[src/hdl/plsm_regs.svh]
/*
 * Register map, field positions, reset values and timing constants of the
 * port logout and session manager. Assumes inclusion by bare name.
 */
`ifndef PLSM_REGS_SVH
`define PLSM_REGS_SVH

// Register byte addresses
`define PLSM_ADDR_CTRL 12'h000
`define PLSM_ADDR_STATUS 12'h004
`define PLSM_ADDR_LOGOUT_RX 12'h008
`define PLSM_ADDR_HOLD 12'h00c
`define PLSM_ADDR_SESSION 12'h010
`define PLSM_ADDR_NEXUS 12'h014
`define PLSM_ADDR_EVENT 12'h018
`define PLSM_ADDR_LOGOUT_TX 12'h01c

// Control register fields
`define PLSM_CTRL_NETWORK 0
`define PLSM_CTRL_IS_DRIVE 1
`define PLSM_CTRL_RESET 32'h0000_0002

// Control event pulses (write one to strobe)
`define PLSM_EV_TX_LOGIN 0
`define PLSM_EV_RX_LOGIN 1
`define PLSM_EV_CONNECT_REQ 2
`define PLSM_EV_CONNECT_RX 3
`define PLSM_EV_IMPLICIT 4
`define PLSM_EV_EXT_TRIGGER 5
`define PLSM_EV_SEND_LOGOUT 6
`define PLSM_EV_NEW_CONN_DRIVE 7

// Logout payload layout
`define PLSM_PL_HOLD_MSB 31
`define PLSM_PL_HOLD_LSB 16
`define PLSM_PL_TRIG_BIT 15
`define PLSM_PL_CAUSE_MSB 14
`define PLSM_PL_CAUSE_LSB 8
`define PLSM_HOLD_W 16

// Timebase: 250 MHz clock, one second tick
`define PLSM_CLK_MHZ 250
`define PLSM_SECOND_US 1000000
`define PLSM_TICK_CYCLES (`PLSM_CLK_MHZ * `PLSM_SECOND_US)

`endif

[src/hdl/plsm_pkg.sv]
/*
 * Types of the port logout and session manager.
 * Assumes nothing beyond a SystemVerilog compiler.
 */
package plsm_pkg;
    typedef enum logic [2:0] {
        PLSM_ST_INITIAL,
        PLSM_ST_ACTIVE,
        PLSM_ST_LOGOUT_WAIT,
        PLSM_ST_LOGGED_OUT
    } plsm_port_e;
endpackage

[src/hdl/plsm_tick.sv]
/*
 * One-second tick generator.
 * Assumes a synchronous active-low reset copy from the top module.
 */
`timescale 1ns/1ns
`include "plsm_regs.svh"
module plsm_tick #(
    parameter int TICK_CYCLES = `PLSM_TICK_CYCLES
) (
    input wire logic i_clk,
    input wire logic i_rst_n,
    output logic o_tick
);
    logic [31:0] count;

    // ====================================================================
    // Counter
    // Free-running so hold timing stays coarse-grained to one second
    always_ff @(posedge i_clk or negedge i_rst_n) begin
        if (!i_rst_n) begin
            count <= 32'h0;
            o_tick <= 1'b0;
        end else if (count == 32'(TICK_CYCLES - 1)) begin
            count <= 32'h0;
            o_tick <= 1'b1;
        end else begin
            count <= count + 32'h1;
            o_tick <= 1'b0;
        end
    end
endmodule // plsm_tick

[src/hdl/plsm_hold_timer.sv]
/*
 * Logout hold timer counting seconds.
 * Assumes a one-cycle tick input each second.
 */
`timescale 1ns/1ns
`include "plsm_regs.svh"
module plsm_hold_timer (
    input wire logic i_clk,
    input wire logic i_rst_n,
    input wire logic i_load,
    input wire logic [`PLSM_HOLD_W-1:0] i_value,
    input wire logic i_run,
    input wire logic i_tick,
    output logic [`PLSM_HOLD_W-1:0] o_remain,
    output logic o_expire
);
    logic armed;

    // ====================================================================
    // Countdown while logged out; a zero load leaves it unarmed (infinite)
    // Stays armed between logout receipt and our ack, so no load is lost
    always_ff @(posedge i_clk or negedge i_rst_n) begin
        if (!i_rst_n) begin
            o_remain <= '0;
            armed <= 1'b0;
            o_expire <= 1'b0;
        end else begin
            o_expire <= 1'b0;
            if (i_load) begin
                o_remain <= i_value; // RULE_04
                armed <= (i_value != '0); // RULE_05
            end else if (armed && i_run && i_tick) begin
                o_remain <= o_remain - 16'h1; // RULE_20
                if (o_remain == 16'h1) begin
                    armed <= 1'b0;
                    o_expire <= 1'b1; // RULE_20
                end
            end
        end
    end
endmodule // plsm_hold_timer

[src/hdl/plsm_top.sv]
/*
 * Port logout and session manager for a drive or automation side port: logout handling,
 * session start and end, redundant connection resolution, nexus mapping.
 * Assumes an AHB-Lite master with single word transfers, one clock.
 */
//
// Functional notes
// RULE_01: Awaiting logout ack, drop non-ack frames
// RULE_02: Drive logout receipt: abort, events off, no login
// RULE_03: Automation side lacks event disable step
// RULE_04: Hold seconds from payload bytes 0-1
// RULE_05: Zero hold means stay logged out
// RULE_06: Byte 2: trigger bit, cause; byte 3 reserved
// RULE_07: After ack sent: defaults, logged out, close
// RULE_08: Ack received: defaults, initial state, close
// RULE_09: Drive should log in before hold expires; code keeps O_LOGIN_ALLOWED low until expiry, a received login or an ack
// RULE_10: Serial session starts on login transfer
// RULE_11: Network session starts on connect events
// RULE_12: Session ends on logout, ack, implicit logout
// RULE_13: Login seen: new connection replaces session
// RULE_14: No login: close drive-initiated connection
// RULE_15: Session keyed by port pair or addresses
// RULE_16: Fast status units go to session peer
// RULE_17: Nexus selects session, originator flag, unit
// RULE_18: Exchange tag serves as task tag
// RULE_19: Originator flag: automation 0, drive 1
// RULE_20: Hold timer counts seconds, signals expiry
`timescale 1ns/1ns
`include "plsm_regs.svh"
module plsm_top #(
    parameter int TICK_CYCLES = `PLSM_TICK_CYCLES
) (
    input wire logic I_CLK,
    input wire logic I_RESET_N,
    input wire logic I_HSEL,
    input wire logic [11:0] I_HADDR,
    input wire logic [1:0] I_HTRANS,
    input wire logic I_HWRITE,
    input wire logic [2:0] I_HSIZE,
    input wire logic [31:0] I_HWDATA,
    input wire logic I_HREADY,
    output logic [31:0] O_HRDATA,
    output logic O_HREADYOUT,
    output logic O_HRESP,
    input wire logic I_RX_FRAME_VALID,
    input wire logic I_RX_FRAME_IS_ACK,
    input wire logic I_RX_FRAME_IS_LOGOUT,
    input wire logic I_LOGOUT_ACK_SENT,
    input wire logic [31:0] I_RX_PAYLOAD,
    input wire logic [31:0] I_PEER_ID,
    input wire logic [7:0] I_UNIT,
    input wire logic [15:0] I_TASK_TAG,
    output logic O_RX_FRAME_ACCEPT,
    output logic O_ABORT_EXCHANGES,
    output logic O_ASYNC_EVENT_REPORTING,
    output logic O_LOGIN_ALLOWED,
    output logic O_RESTORE_DEFAULTS,
    output logic O_CLOSE_CONNECTION,
    output logic O_SEND_LOGOUT,
    output logic O_SESSION_ACTIVE,
    output logic [31:0] O_SESSION_PEER,
    output logic O_EXCHANGE_ORIGINATOR_FLAG,
    output logic [7:0] O_UNIT,
    output logic [15:0] O_EXCHANGE_TAG,
    output logic O_HOLD_EXPIRED
);
    logic rst_meta, rst_n;
    logic haddr_ph, hwrite_ph;
    logic [11:0] haddr_q;
    logic [31:0] ctrl, logout_rx, logout_tx;
    logic [7:0] ev;
    logic login_seen, need_trigger;
    logic [6:0] logout_cause;
    plsm_pkg::plsm_port_e port_st;
    logic tick, hold_expire;
    logic [`PLSM_HOLD_W-1:0] hold_remain;
    logic hold_load;
    logic rx_logout, rx_ack, session_start, session_end, replace_conn;

    // ====================================================================
    // Reset release through two flops
    always_ff @(posedge I_CLK or negedge I_RESET_N) begin
        if (!I_RESET_N) begin
            rst_meta <= 1'b0;
            rst_n <= 1'b0;
        end else begin
            rst_meta <= 1'b1;
            rst_n <= rst_meta;
        end
    end

    // ====================================================================
    // AHB-Lite slave: zero wait states, always OKAY
    always_ff @(posedge I_CLK or negedge rst_n) begin
        if (!rst_n) begin
            haddr_ph <= 1'b0;
            hwrite_ph <= 1'b0;
            haddr_q <= 12'h0;
        end else if (I_HREADY) begin
            haddr_ph <= I_HSEL && I_HTRANS[1];
            hwrite_ph <= I_HWRITE;
            haddr_q <= I_HADDR;
        end
    end

    // Bus write side; event strobes last one cycle
    always_ff @(posedge I_CLK or negedge rst_n) begin
        if (!rst_n) begin
            ctrl <= `PLSM_CTRL_RESET;
            logout_tx <= 32'h0;
            ev <= 8'h0;
        end else begin
            ev <= 8'h0;
            if (haddr_ph && hwrite_ph) begin
                case (haddr_q)
                    `PLSM_ADDR_CTRL: ctrl <= I_HWDATA;
                    `PLSM_ADDR_LOGOUT_TX: logout_tx <= I_HWDATA;
                    `PLSM_ADDR_EVENT: ev <= I_HWDATA[7:0];
                    default: ;
                endcase
            end
        end
    end

    // Read mux; unmapped addresses read zero
    always_ff @(posedge I_CLK or negedge rst_n) begin
        if (!rst_n) begin
            O_HRDATA <= 32'h0;
        end else if (I_HREADY && I_HSEL && I_HTRANS[1] && !I_HWRITE) begin
            case (I_HADDR)
                `PLSM_ADDR_CTRL: O_HRDATA <= ctrl;
                `PLSM_ADDR_STATUS: O_HRDATA <= {24'h0, need_trigger, login_seen,
                    O_SESSION_ACTIVE, O_HOLD_EXPIRED, 1'b0, 3'(port_st)};
                `PLSM_ADDR_LOGOUT_RX: O_HRDATA <= logout_rx;
                `PLSM_ADDR_HOLD: O_HRDATA <= {16'h0, hold_remain};
                `PLSM_ADDR_SESSION: O_HRDATA <= O_SESSION_PEER;
                `PLSM_ADDR_NEXUS: O_HRDATA <= {25'h0, logout_cause};
                `PLSM_ADDR_LOGOUT_TX: O_HRDATA <= logout_tx;
                default: O_HRDATA <= 32'h0;
            endcase
        end
    end

    always_ff @(posedge I_CLK or negedge rst_n) begin
        if (!rst_n) begin
            O_HREADYOUT <= 1'b1;
            O_HRESP <= 1'b0;
        end else begin
            O_HREADYOUT <= 1'b1;
            O_HRESP <= 1'b0;
        end
    end

    // ====================================================================
    // Frame classification
    assign rx_logout = I_RX_FRAME_VALID && I_RX_FRAME_IS_LOGOUT;
    assign rx_ack = I_RX_FRAME_VALID && I_RX_FRAME_IS_ACK &&
        (port_st == plsm_pkg::PLSM_ST_LOGOUT_WAIT);
    assign session_start = ctrl[`PLSM_CTRL_NETWORK] ?
        (ev[`PLSM_EV_CONNECT_REQ] || ev[`PLSM_EV_CONNECT_RX]) : // RULE_11
        (ev[`PLSM_EV_TX_LOGIN] || ev[`PLSM_EV_RX_LOGIN]); // RULE_10
    assign session_end = I_LOGOUT_ACK_SENT || rx_ack || ev[`PLSM_EV_IMPLICIT]; // RULE_12
    // Login seen plus a new network connection replaces the session
    assign replace_conn = ctrl[`PLSM_CTRL_NETWORK] && O_SESSION_ACTIVE && login_seen &&
        ev[`PLSM_EV_CONNECT_RX];
    assign hold_load = rx_logout && (port_st != plsm_pkg::PLSM_ST_LOGOUT_WAIT);

    // ====================================================================
    // Port state machine
    always_ff @(posedge I_CLK or negedge rst_n) begin
        if (!rst_n) begin
            port_st <= plsm_pkg::PLSM_ST_INITIAL;
        end else begin
            case (port_st)
                plsm_pkg::PLSM_ST_INITIAL, plsm_pkg::PLSM_ST_ACTIVE: begin
                    if (ev[`PLSM_EV_SEND_LOGOUT]) begin
                        port_st <= plsm_pkg::PLSM_ST_LOGOUT_WAIT;
                    end else if (I_LOGOUT_ACK_SENT) begin
                        port_st <= plsm_pkg::PLSM_ST_LOGGED_OUT; // RULE_07
                    end else if (session_start) begin
                        port_st <= plsm_pkg::PLSM_ST_ACTIVE;
                    end
                end
                plsm_pkg::PLSM_ST_LOGOUT_WAIT: begin
                    if (rx_ack) begin
                        port_st <= plsm_pkg::PLSM_ST_INITIAL; // RULE_08
                    end
                end
                plsm_pkg::PLSM_ST_LOGGED_OUT: begin
                    // Leave on login, or on expiry once any trigger is given
                    if (ev[`PLSM_EV_RX_LOGIN] ||
                        (hold_expire && !need_trigger) ||
                        (ev[`PLSM_EV_EXT_TRIGGER] && hold_remain == 16'h0 &&
                         logout_rx[`PLSM_PL_HOLD_MSB:`PLSM_PL_HOLD_LSB] != 16'h0)) begin
                        port_st <= plsm_pkg::PLSM_ST_INITIAL; // RULE_05
                    end
                end
                default: port_st <= plsm_pkg::PLSM_ST_INITIAL;
            endcase
        end
    end

    // ====================================================================
    // Logout payload capture
    always_ff @(posedge I_CLK or negedge rst_n) begin
        if (!rst_n) begin
            logout_rx <= 32'h0;
            need_trigger <= 1'b0;
            logout_cause <= 7'h0;
        end else if (hold_load) begin
            logout_rx <= I_RX_PAYLOAD; // RULE_04
            need_trigger <= I_RX_PAYLOAD[`PLSM_PL_TRIG_BIT]; // RULE_06
            logout_cause <= I_RX_PAYLOAD[`PLSM_PL_CAUSE_MSB:`PLSM_PL_CAUSE_LSB]; // RULE_06
        end else if (ev[`PLSM_EV_EXT_TRIGGER]) begin
            need_trigger <= 1'b0;
        end
    end

    plsm_tick #(
        .TICK_CYCLES(TICK_CYCLES)
    ) u_tick (
        .i_clk(I_CLK),
        .i_rst_n(rst_n),
        .o_tick(tick)
    );

    plsm_hold_timer u_hold (
        .i_clk(I_CLK),
        .i_rst_n(rst_n),
        .i_load(hold_load),
        .i_value(I_RX_PAYLOAD[`PLSM_PL_HOLD_MSB:`PLSM_PL_HOLD_LSB]),
        .i_run(port_st == plsm_pkg::PLSM_ST_LOGGED_OUT || I_LOGOUT_ACK_SENT),
        .i_tick(tick),
        .o_remain(hold_remain),
        .o_expire(hold_expire)
    );

    // ====================================================================
    // Logout side effects and frame filtering
    always_ff @(posedge I_CLK or negedge rst_n) begin
        if (!rst_n) begin
            O_RX_FRAME_ACCEPT <= 1'b0;
            O_ABORT_EXCHANGES <= 1'b0;
            O_ASYNC_EVENT_REPORTING <= 1'b0;
            O_LOGIN_ALLOWED <= 1'b1;
            O_RESTORE_DEFAULTS <= 1'b0;
            O_CLOSE_CONNECTION <= 1'b0;
            O_SEND_LOGOUT <= 1'b0;
            O_HOLD_EXPIRED <= 1'b0;
        end else begin
            // Only acks pass while our logout is outstanding
            O_RX_FRAME_ACCEPT <= I_RX_FRAME_VALID &&
                (port_st != plsm_pkg::PLSM_ST_LOGOUT_WAIT || I_RX_FRAME_IS_ACK); // RULE_01
            O_ABORT_EXCHANGES <= hold_load; // RULE_02
            O_SEND_LOGOUT <= ev[`PLSM_EV_SEND_LOGOUT];
            O_RESTORE_DEFAULTS <= I_LOGOUT_ACK_SENT || rx_ack; // RULE_07 RULE_08
            // Network variant closes on logout end, stale connections too
            O_CLOSE_CONNECTION <= ctrl[`PLSM_CTRL_NETWORK] &&
                (I_LOGOUT_ACK_SENT || rx_ack || replace_conn || // RULE_07 RULE_08 RULE_13
                 (O_SESSION_ACTIVE && !login_seen && ev[`PLSM_EV_NEW_CONN_DRIVE])); // RULE_14
            // Drive side event reporting is off after logout, on with login
            if (hold_load && ctrl[`PLSM_CTRL_IS_DRIVE]) begin
                O_ASYNC_EVENT_REPORTING <= 1'b0; // RULE_02
            end else if (ev[`PLSM_EV_RX_LOGIN] && ctrl[`PLSM_CTRL_IS_DRIVE]) begin
                O_ASYNC_EVENT_REPORTING <= 1'b1;
            end
            if (hold_load) begin
                O_LOGIN_ALLOWED <= 1'b0; // RULE_02 RULE_03
            end else if (hold_expire || ev[`PLSM_EV_RX_LOGIN] || rx_ack) begin
                O_LOGIN_ALLOWED <= 1'b1; // RULE_09
            end
            // Expiry flag is sticky until a new logout or login
            if (hold_expire) begin
                O_HOLD_EXPIRED <= 1'b1; // RULE_20
            end else if (hold_load || ev[`PLSM_EV_RX_LOGIN]) begin
                O_HOLD_EXPIRED <= 1'b0;
            end
        end
    end

    // ====================================================================
    // Session tracking, keyed by peer identity
    always_ff @(posedge I_CLK or negedge rst_n) begin
        if (!rst_n) begin
            O_SESSION_ACTIVE <= 1'b0;
            O_SESSION_PEER <= 32'h0;
            login_seen <= 1'b0;
        end else begin
            if (replace_conn) begin
                O_SESSION_ACTIVE <= 1'b1; // RULE_13
                O_SESSION_PEER <= I_PEER_ID;
                login_seen <= 1'b0;
            end else if (session_end || hold_load) begin
                O_SESSION_ACTIVE <= 1'b0; // RULE_12
                login_seen <= 1'b0;
            end else if (session_start && !O_SESSION_ACTIVE) begin
                O_SESSION_ACTIVE <= 1'b1;
                O_SESSION_PEER <= I_PEER_ID; // RULE_15 RULE_16
            end
            if (!replace_conn && !session_end && !hold_load && ev[`PLSM_EV_RX_LOGIN]) begin
                login_seen <= 1'b1;
            end
        end
    end

    // ====================================================================
    // Nexus to frame header mapping
    always_ff @(posedge I_CLK or negedge rst_n) begin
        if (!rst_n) begin
            O_EXCHANGE_ORIGINATOR_FLAG <= 1'b0;
            O_UNIT <= 8'h0;
            O_EXCHANGE_TAG <= 16'h0;
        end else begin
            O_EXCHANGE_ORIGINATOR_FLAG <= ctrl[`PLSM_CTRL_IS_DRIVE]; // RULE_17 RULE_19
            O_UNIT <= I_UNIT; // RULE_17
            O_EXCHANGE_TAG <= I_TASK_TAG; // RULE_18
        end
    end

    // ====================================================================
    // Checks
    AST_FILTER: assert property (@(posedge I_CLK) disable iff (!rst_n) // RULE_01
        (I_RX_FRAME_VALID && !I_RX_FRAME_IS_ACK && port_st == plsm_pkg::PLSM_ST_LOGOUT_WAIT)
        |=> !O_RX_FRAME_ACCEPT) else $error("frame accepted during logout wait");
    AST_ABORT: assert property (@(posedge I_CLK) disable iff (!rst_n) // RULE_02
        hold_load |=> O_ABORT_EXCHANGES && !O_LOGIN_ALLOWED) else $error("logout not handled");
    AST_AER: assert property (@(posedge I_CLK) disable iff (!rst_n) // RULE_02
        (hold_load && ctrl[`PLSM_CTRL_IS_DRIVE]) |=> !O_ASYNC_EVENT_REPORTING)
        else $error("event reporting left on");
    AST_HOLD: assert property (@(posedge I_CLK) disable iff (!rst_n) // RULE_04
        hold_load |=> hold_remain == $past(I_RX_PAYLOAD[`PLSM_PL_HOLD_MSB:`PLSM_PL_HOLD_LSB]))
        else $error("hold not loaded");
    AST_LOGGED_OUT: assert property (@(posedge I_CLK) disable iff (!rst_n) // RULE_07
        (I_LOGOUT_ACK_SENT && port_st == plsm_pkg::PLSM_ST_ACTIVE && !ev[`PLSM_EV_SEND_LOGOUT])
        |=> port_st == plsm_pkg::PLSM_ST_LOGGED_OUT && O_RESTORE_DEFAULTS)
        else $error("no logged out entry");
    AST_INITIAL: assert property (@(posedge I_CLK) disable iff (!rst_n) // RULE_08
        rx_ack |=> port_st == plsm_pkg::PLSM_ST_INITIAL && !O_SESSION_ACTIVE)
        else $error("no initial entry");
    AST_END: assert property (@(posedge I_CLK) disable iff (!rst_n) // RULE_12
        (session_end && !replace_conn) |=> !O_SESSION_ACTIVE) else $error("session kept");
    AST_FLAG: assert property (@(posedge I_CLK) disable iff (!rst_n) // RULE_19
        $stable(ctrl) |=> O_EXCHANGE_ORIGINATOR_FLAG == $past(ctrl[`PLSM_CTRL_IS_DRIVE]))
        else $error("originator flag wrong");
endmodule // plsm_top

[config.mk]
export PLATFORM = sky130hd
export DESIGN_NAME = plsm_top
export DESIGN_NICKNAME = d
export VERILOG_FILES = /design/src/hdl/plsm_pkg.sv /design/src/hdl/plsm_tick.sv /design/src/hdl/plsm_hold_timer.sv /design/src/hdl/plsm_top.sv
export VERILOG_INCLUDE_DIRS = /design/src /design/src/hdl
export SDC_FILE = /design/constraint.sdc
export NUM_CORES = 1
export LEC_CHECK = 0
export BUFFER_PORTS_ARGS = -buffer_cell sky130_fd_sc_hd__buf_4
export CORE_ASPECT_RATIO = 1.25
export CORE_UTILIZATION = 40
export CTS_CLUSTER_SIZE = 25
export DETAILED_ROUTE_END_ITERATION = 12
export SYNTH_ARGS = -nofsm -noshare
export SYNTH_HDL_FRONTEND = slang
export SYNTH_HIERARCHICAL = 1
export SYNTH_SLANG_ARGS = --single-unit
[constraint.sdc]
create_clock -name I_CLK -period 7.44 [get_ports I_CLK]
set_input_delay 1.116 -clock I_CLK [delete_from_list [all_inputs] [get_ports I_CLK]]
set_output_delay 1.116 -clock I_CLK [all_outputs]
set_load 0.03 [all_outputs]
After elaboration in Yosys (flattened, before gate mapping)

Index checks and enable logic that the tools add are counted.

Flip-flop bits (word level): 281
Bits of input ports: 146

Add/sub/neg operators: 2
Eq/ne operators: 18
Mux-type cells: 37
Reductions and logical operators: 69

Operators with widths:

| operator                                                                 | number |
|---|---|
| 32-bit case mux with 7 select lines                                      | 1 |
| 32-bit two-way mux                                                       | 4 |
| 12-bit by 5-bit equality test with 1-bit output (second input constant)  | 5 |
| 32-bit by 1-bit adder with 32-bit output (second input constant)         | 1 |
| 32-bit by 28-bit equality test with 1-bit output (second input constant) | 1 |
| 16-bit two-way mux                                                       | 2 |
| 16-bit nonzero test                                                      | 2 |
| 1-bit logical AND                                                        | 27 |
| 12-bit by 4-bit equality test with 1-bit output (second input constant)  | 2 |
| 12-bit zero test                                                         | 2 |
| 1-bit two-way mux                                                        | 22 |
| 16-bit by 1-bit equality test with 1-bit output (second input constant)  | 1 |
| 16-bit zero test                                                         | 1 |
| 8-bit two-way mux                                                        | 2 |
| 16-bit by 1-bit subtractor with 16-bit output (second input constant)    | 1 |
| 3-bit two-way mux                                                        | 5 |
| 1-bit logical OR                                                         | 14 |
| 2-bit nonzero test                                                       | 7 |
| 12-bit by 3-bit equality test with 1-bit output (second input constant)  | 1 |
| 3-bit case mux with 3 select lines                                       | 1 |
| 2-bit AND reduction                                                      | 4 |
| 1-bit zero test                                                          | 7 |
| 3-bit by 2-bit equality test with 1-bit output (second input constant)   | 2 |
| 2-bit != test (second input constant)                                    | 3 |
| 7 further kinds                                                          | 8 |

Depth between registers and ports, before layout

Gate-level depths: netlist (run 1).

Word-level depth: 9
Mapped depth: 8

Modules after synthesis

Netlist (run 1), hierarchy kept.

Modules (own cells, without submodules):

| module          | times used | cells an instance | area each (um^2) |
|---|---|---|---|
| plsm_top        | 1          | 657               | 9267.6 |
| plsm_tick       | 1          | 171               | 1755.4 |
| plsm_hold_timer | 1          | 119               | 1057.3 |

Worst setup path before layout (run 1)

No wires, ideal clock.

Kind: input to register
Start point: input port I_RX_FRAME_IS_LOGOUT
End point: register u_hold.o_remain[12]
Library setup time: 126 ps
Arrival: 2545 ps
Data required time: 7314 ps
Setup slack: 4769 ps
Cell stages on the path: 6
Path through: and3_1 > clkbuf_1 > buf_2 > clkbuf_1 > nor2_1 > a221o_1

Word-level cells in the longest chain between the ends: 3
Elaborated cells on any way between the ends: 4
Those cells by class: 1 x mux; 3 x reduce/logical

Ends and longest elaborated chain:

| what                                                            | line                  | source |
|---|---|---|
| from (decl)                                                     | plsm_top.sv:47        | `input wire logic I_RX_FRAME_IS_LOGOUT,` |
| 1-bit logical AND (*)                                           | plsm_top.sv:156       | `assign rx_logout = I_RX_FRAME_VALID && I_RX_FRAME_IS_LOGOUT;` |
| 1-bit logical AND (*)                                           | plsm_top.sv:166       | `assign hold_load = rx_logout && (port_st != plsm_pkg::PLSM_ST_LOGOUT_WAIT);` |
| net hold_load                                                   | plsm_top.sv:77        | `logic hold_load;` |
| 16-bit two-way mux / 2-bit nonzero test (equally long branches) | --                    |  |
| to (signal assigned)                                            | plsm_hold_timer.sv:30 | `o_remain <= i_value;` |
| to (signal assigned)                                            | plsm_hold_timer.sv:33 | `o_remain <= o_remain - 16'h1;` |
| to (decl)                                                       | plsm_hold_timer.sv:14 | `` output logic [`PLSM_HOLD_W-1:0] o_remain, `` |

Mark *: on every way through the listed nets, which the timed path passes. The rest lies on a longest branch.
A chain may end at the register's enable or synchronous reset.

Final worst setup path (run 1)

Start point: input port I_HADDR[7]
End point: register O_HRDATA[18]

Word-level cells in the longest chain between the ends: 2
Elaborated cells on any way between the ends: 8
Those cells by class: 6 x eq/ne; 1 x mux; 1 x reduce/logical

Ends and longest elaborated chain:

| what                                                                          | line            | source |
|---|---|---|
| from (decl)                                                                   | plsm_top.sv:36  | `input wire logic [11:0] I_HADDR,` |
| 12-bit by 5-bit equality test with 1-bit output, or another cell as far along | plsm_top.sv:130 | `case (I_HADDR)` |
| 32-bit case mux with 7 select lines (*)                                       | plsm_top.sv:130 |  |
| to (signal assigned)                                                          | plsm_top.sv:131 | `` `PLSM_ADDR_CTRL: O_HRDATA <= ctrl; `` |
| to (signal assigned)                                                          | plsm_top.sv:132 | `` `PLSM_ADDR_STATUS: O_HRDATA <= {24'h0, need_trigger, login_seen, `` |
| to (signal assigned)                                                          | plsm_top.sv:134 | `` `PLSM_ADDR_LOGOUT_RX: O_HRDATA <= logout_rx; `` |
| to (decl)                                                                     | plsm_top.sv:42  | `output logic [31:0] O_HRDATA,` |

Every way passes the cells marked *; elsewhere a longest branch is shown, timed or not.

==> results of run 1 <==
## flip-flops by register name (all words and copies together), names as in the netlist, 2 cells and up
signal           cells
O_EXCHANGE_TAG      16
O_HRDATA            32
O_SESSION_PEER      32
O_UNIT               8
ctrl                32
ev                   8
haddr_q             12
logout_rx           32
logout_tx           32
port_st              2
u_hold/o_remain     16
u_tick/count        32
## per-stage QoR
stage          power [mW]  instances
3_3_place_gp         2.37       1540
6_report             3.87       1596
4_1_cts              3.91       1596
3_5_place_dp         2.38       1540
2_1_floorplan        2.13        948
5_1_grt              4.04       1596
## worst max-delay path by stage
stage | from | endpoint | slack, ns | cells after the start
after floorplan | rst_n$_DFF_PN0_ | O_ABORT_EXCHANGES$_DFF_PN0_ | 2.97 | 0
after global placement | I_HADDR[7] | O_HRDATA[19]$_DFFE_PN0P_ | 3.59 | 6
after detailed placement | I_HADDR[7] | O_HRDATA[18]$_DFFE_PN0P_ | 3.60 | 6
after CTS | I_HADDR[7] | O_HRDATA[18]$_DFFE_PN0P_ | 4.18 | 6
after global routing | I_HADDR[7] | O_HRDATA[25]$_DFFE_PN0P_ | 3.99 | 6
final | I_HADDR[7] | O_HRDATA[18]$_DFFE_PN0P_ | 4.20 | 6
## power by group through the flow
stage          Combinational (mW)  Sequential, mW  Clock, mW
6_report                    0.533            1.82       1.52
5_1_grt                     0.585            1.84       1.62
4_1_cts                     0.536            1.82       1.55
3_5_place_dp                0.533            1.85          0
3_3_place_gp                0.525            1.84          0
2_1_floorplan               0.310            1.82          0
## kinds of logic after synthesis
group	after synthesis	share of synthesized area, %
XOR/XNOR	30	2.18
other	2	0.0622
flip-flops	273	56.6
buffers and inverters	64	2.77
AND/OR/NAND/NOR	229	11.2
AO/OA/AOI/OAI	178	10.8
adder cells (fa/ha/maj)	3	0.311
multiplexers	168	16.1
## worst reg2reg max path, cell delays in order (launching register included)
cell	delay, ns
dfrtp_1	0.37
or4_1	0.54
nor4_2	0.24
nor4b_4	0.63
buf_4	0.49
mux2_2	0.41
## cell type report
| cell class | count | area [um2] | area share [%] |
|---|---|---|---|
| flip-flops and latches | 273 | 6840 | 44.9 |
| multi-input cells | 611 | 4950 | 32.5 |
| repair buffers | 250 | 1890 | 12.4 |
| clock buffers | 42 | 856 | 5.62 |
| well taps | 396 | 495 | 3.25 |
| clock inverters | 14 | 160 | 1.05 |
| inverters | 10 | 37.5 | 0.247 |
## layer usage
layer  vias to the layer above  share of wire (%)
met5                         -                  0
li1                       3984                  -
met3                        41                5.3
met2                       261                 50
met1                      4328                 43
met4                         0                1.6
## cell usage in the layout, fill, tap and decap left out, drive strengths merged, types with 5 or more instances in the layout
cell / instances
mux2i: 14
nor2: 51
and3: 9
buf: 250
dfrtp: 271
nor4: 23
a31oi: 5
inv: 10
xor2: 12
o2bb2ai: 16
or4: 8
nand3: 22
a22oi: 22
a22o: 54
nand2b: 5
clkinv: 11
nand4: 21
o21ai: 25
mux2: 148
and4: 6
or3: 9
nand2: 35
and2: 10
a21oi: 32
xnor2: 18
clkbuf: 42
nor3: 13
mux4: 6
==> summary.md, run 1 <==
| Metric | Value |
|---|---|
| Outcome | complete, no violations |
| Fin crit share | 43.5% |
| Synth top area share | 56.1% |
| Clock latency on the worst-skew pair | 0.56 ns |
| Cell Area, Placed | 14200 um2 |
| Min-delay worst type | in -> async |
| Pwr dens | 254 nW/um2 |
| Startpoint class of the critical path | input port |
| Antenna viol nets, final | 0 |
| TritonCTS Buffers | 30 |
| Clock-pin slew of the registers on the worst-case setup and hold paths | 0.06 ns |
| Final Cell Area | 15200 um2 |
| Drt wl/cell | 19.9 um |
| Peak supply drop | 0.165 mV |
| Sequential cell area fraction in the yosys report | 56.6% |
| Vias per cell | 5.40 |
| Final setup margin | 4.20 ns |
| Unique masters post-synth | 71 |
| Clock power share | 39.2% |
| Largest net degree at the start of global routing | 141 |
| Die footprint | 30900 um2 |
| Post-synth EDFFs | 0 |
| Post-CTS setup buffer count | 0 |
| Die W | 157 um |
| Final wirelength | 31800 um |
| Max Cap Viol | 0 |
| Net Sw Power | 1.06 mW |
| Row count | 70 |
| Fmax | 309 MHz |
| Min Clock Period, post-route | 3.24 ns |
| H-tree levels | 1 |
| Gate power share | 13.8% |
| Overall routing resource usage | 21.0% |
| Worst endpoint data arrival time | 3.74 ns |
| Via count | 8614 |
| Area grow syn2layout | 26.0% |
| Drt first pass iters | 4 |
| Die Ht | 196 um |
| Vias in the first global route | 8976 |
| Slew Viols, Final | 0 |
| Share of layout cells above drive strength 1 | 40.8% |
| R2R depth | 5 |
| Worst-case clock skew | 0.0142 ns |
| GR Overflow Total | 0 |
| Fill cells | 2636 |
| Met1 track demand over resource | 28.2% |
| Synth Instances | 947 |
| Core Footprint | 29500 um2 |
| Synth Flop Type | dfrtp_1 |
| Initial Util | 40.9% |
| Worst r2r src | haddr_q[9]$_DFFE_PN0P_ |
| Unrepaired setup endpoints after global routing | false |
| Mapped cell area | 12100 um2 |
| Number of synthesized register bits | 273 |
| Met2 usage | 35.7% |
| CP max FO | 18 |
| Slowest cell on crit path | nor3b_2 |
| P_int | 2.81 mW |
| RePlAce Congestion | 0.776 |
| Worst setup EP type | flip-flop |
| Worst Path Buf+Inv | 1 |
| Hold_buf cts | 0 |
| CTS Sinks | 273 |
| Resized cells post-CTS | 0 |
| Hold Worst Slack | 0.328 ns |
| # diodes | 0 |
| DRT iter0 DRCs | 430 |
| Fin util | 51.6% |
| Initial antenna violation count | 0 |
| Reg-to-reg slack, setup | 4.64 ns |
| R2R Path End | ctrl[30]$_DFFE_PN0P_ |
| Top area cells in the synthesized netlist | dfrtp_1, mux2_2, a22o_1 |
| Busiest grt layer | met2 |
| Async S/R FF share, synth | 100% |
| # DRC | 0 |
| Final #Nets | 1325 |
| Final hold viol count | 0 |
| WP data required | 7.94 ns |
| Pre-CTS WS | 3.60 ns |
| CP top delay family | simple AND/OR/NAND/NOR gates |
| Worst-path cell chain | buf_4 -> nor4_1 -> nand3_1 -> nor3b_2 -> o2bb2ai_1 -> a22o_1 |
| CTS tree | built |
| Sw Ratio | 27.3% |
| HPWL Detailed | 22100 um |
| WS Path Type | in -> reg |
| P_leak | 7.08 nW |
| Synth area leader | dfrtp_1 |
| # setup viols final | 0 |
| Buffers added on ports | 239 |
| Setup TNS | 0 ns |
| Worst rel slew slack | 26.1% |
| Bufs on Longest Clock Path | 3 |
| Ports | 246 |
| Global-route wire length before repair | 50900 um |
| Post-synth top cells | dfrtp_1, mux2_2, a22o_1 |
| Root Driver | clkbuf_16 |
| Count leader, synth | dfrtp_1 |
| YS warnings | 6 |
| Syn Area/Cell | 12.8 um2 |
| Largest stage delay, worst path | 1.14 ns |
| Worst Tran Pin Value | 1.11 ns |
| Flop pwr share | 47.0% |
| GRT met3 Usage | 3.20% |
No activity file was read; power rests on OpenSTA's default activity.
==> run 2, diff against run 1 <==
==> constraint.sdc (replaced) <==
create_clock -name I_CLK -period 2.7 [get_ports I_CLK]
set_input_delay 0.405 -clock I_CLK [delete_from_list [all_inputs] [get_ports I_CLK]]
set_output_delay 0.405 -clock I_CLK [all_outputs]
set_load 0.03 [all_outputs]
==> run 2 against run 1 <==
Against the previous run:
- first-iteration DRC count decreased by 7.4%
- clock skew increased by 0.0023 ns
- clock power increased to 2.8 times the previous value
- flip-flop and latch count unchanged
- total power increased to 2.8 times the previous value
- critical path depth decreased by 1
- largest cell class unchanged
- die area unchanged
- worst hold slack got worse by 0.25 ns
- design area increased by 3.0%
- routed wire length increased by 1.0%
- final cell count increased by 2.5%
==> summary.md, run 2 (synthesis gave the netlist of run 1 again) <==
| Metric | Value |
|---|---|
| Unrepaired setup endpoints after global routing | false |
| Sw Ratio | 26.5% |
| Via count | 8729 |
| Worst Tran Pin Value | 0.711 ns |
| Fill cells | 2597 |
| Vias in the first global route | 8963 |
| DRT iter0 DRCs | 398 |
| Clock power share | 39.5% |
| Buffers added on ports | 239 |
| Antenna viol nets, final | 0 |
| Gate power share | 14.6% |
| Most frequent cells in the layout | dfrtp_1, buf_4, mux2_2 |
| CTS Sinks | 273 |
| WS Path Type | reg -> reg |
| Largest net degree at the start of global routing | 82 |
| Storage cell area | 6840 um2 |
| # setup viols final | 0 |
| Net Sw Power | 2.86 mW |
| Fin util | 53.1% |
| Cell Area, Placed | 14400 um2 |
| Fin crit share | 84.0% |
| Initial antenna violation count | 1 |
| Overall routing resource usage | 21.3% |
| Row count | 70 |
| Worst rel slew slack | 52.5% |
| GR Overflow Total | 0 |
| Pwr dens | 689 nW/um2 |
| CTS tree | built |
| Peak supply drop | 0.567 mV |
| Share of layout cells above drive strength 1 | 40.4% |
| Footprint of the multi-input gates | 4950 um2 |
| CP max FO | 19 |
| Area grow syn2layout | 29.8% |
| Hold Worst Slack | 0.0775 ns |
| CP top delay family | simple AND/OR/NAND/NOR gates |
| TritonCTS Buffers | 29 |
| Final hold viol count | 0 |
| Largest stage delay, worst path | 0.53 ns |
| RePlAce Congestion | 0.810 |
| Worst Path Buf+Inv | 1 |
| Final setup margin | 0.431 ns |
| WP data required | 3.12 ns |
| Slew Viols, Final | 0 |
| Post-CTS setup buffer count | 0 |
| Global-route wire length before repair | 51300 um |
| Drt first pass iters | 4 |
| Worst endpoint data arrival time | 2.69 ns |
| Fmax | 441 MHz |
| Final wirelength | 32200 um |
| Max Cap Viol | 0 |
| P_leak | 7.29 nW |
| Resized cells post-CTS | 0 |
| Min-delay worst type | in -> reg |
| Final total power | 10.8 mW |
| Outcome | complete, no violations |
| Core Footprint | 29500 um2 |
| Clock-pin slew of the registers on the worst-case setup and hold paths | 0.06 ns |
| Worst setup EP type | flip-flop |
| H-tree levels | 1 |
| Root Driver | clkbuf_16 |
| # DRC | 0 |
| Slowest cell on crit path | or4_1 |
| Clock latency on the worst-skew pair | 0.55 ns |
| Final Cell Area | 15700 um2 |
| Most common cell after layout, fill and taps aside | dfrtp_1 |
| Ports | 246 |
| Final #Nets | 1365 |
| Worst-case clock skew | 0.0166 ns |
| Startpoint class of the critical path | flip-flop |
| Die Ht | 196 um |
| P_int | 7.95 mW |
| Drt wl/cell | 19.7 um |
| Bufs on Longest Clock Path | 3 |
| Initial Util | 40.9% |
| Vias per cell | 5.34 |
| Worst-path cell chain | or4_1 -> nor4_2 -> nor4b_4 -> buf_4 -> mux2_2 |
| HPWL Detailed | 22700 um |
| Pre-CTS WS | 0.439 ns |
| Flop pwr share | 45.9% |
| Hold_buf cts | 25 |
| Die footprint | 30900 um2 |
| Min Clock Period, post-route | 2.27 ns |
| Die W | 157 um |
-- run 2: cell types whose count changed in the layout (fill, tap and decap cells not counted), moves of 2 or more --
| cell | delta |
|---|---|
| buf_12 | +6 |
| buf_4 | +10 |
| bufinv_16 | +2 |
| clkinv_2 | -6 |
| dlygate4sd3_1 | +25 |
| clkbuf_1 | +3 |
-- run 2: metal layers --
layer,up-vias,GRT usage (%),share of wire (%)
li1,4054,-,-
met1,4397,28.3,44
met2,235,35.9,49
met3,43,3.80,5.4
met4,0,4.82,1.7
met5,-,0,0
-- run 2: layout make-up --
type                            count  area share [%]
Sequential cell                   273            43.6
Multi-Input combinational cell    611            31.5
Timing Repair Buffer              291            14.9
Clock buffer                       45            5.46
Tap cell                          396            3.16
Clock inverter                      9            1.11
Inverter                           10           0.239
Antenna cell                        1          0.0160
-- run 2: worst paths after layout --
path	to	from	cells after the start	slack, ns
worst max-delay path	ctrl[24]$_DFFE_PN0P_	haddr_q[9]$_DFFE_PN0P_	5	0.43
worst min-delay path	logout_rx[9]$_DFFE_PN0P_	I_RX_PAYLOAD[9]	2	0.08
worst max register to register	ctrl[24]$_DFFE_PN0P_	haddr_q[9]$_DFFE_PN0P_	5	0.43
worst min register to register	rst_n$_DFF_PN0_	rst_meta$_DFF_PN0_	0	0.35
max in group asynchronous	O_SESSION_PEER[25]$_DFFE_PN0P_	rst_n$_DFF_PN0_	2	1.51
min in group asynchronous	rst_n$_DFF_PN0_	I_RESET_N	2	0.16
-- run 2: worst reg2reg max path, stage by stage, from the launching register on --
cell and delay [ns]:
dfrtp_1 0.37, or4_1 0.53, nor4_2 0.23, nor4b_4 0.28, buf_4 0.34, mux2_2 0.39
-- run 2: through the flow --
step	cells	setup TNS (ns)
2_1_floorplan	948	-7.92
3_3_place_gp	1556	0
3_5_place_dp	1556	0
4_1_cts	1635	0
5_1_grt	1635	0
6_report	1636	0
-- run 2: power by group through the flow --
stage,clock [mW],combinational (mW),sequential [mW]
floorplan,0,0.854,5.02
global placement,0,1.53,5.02
detailed placement,0,1.55,5.04
CTS,4.38,1.59,4.96
global route,4.55,1.73,5.02
finish,4.28,1.58,4.96
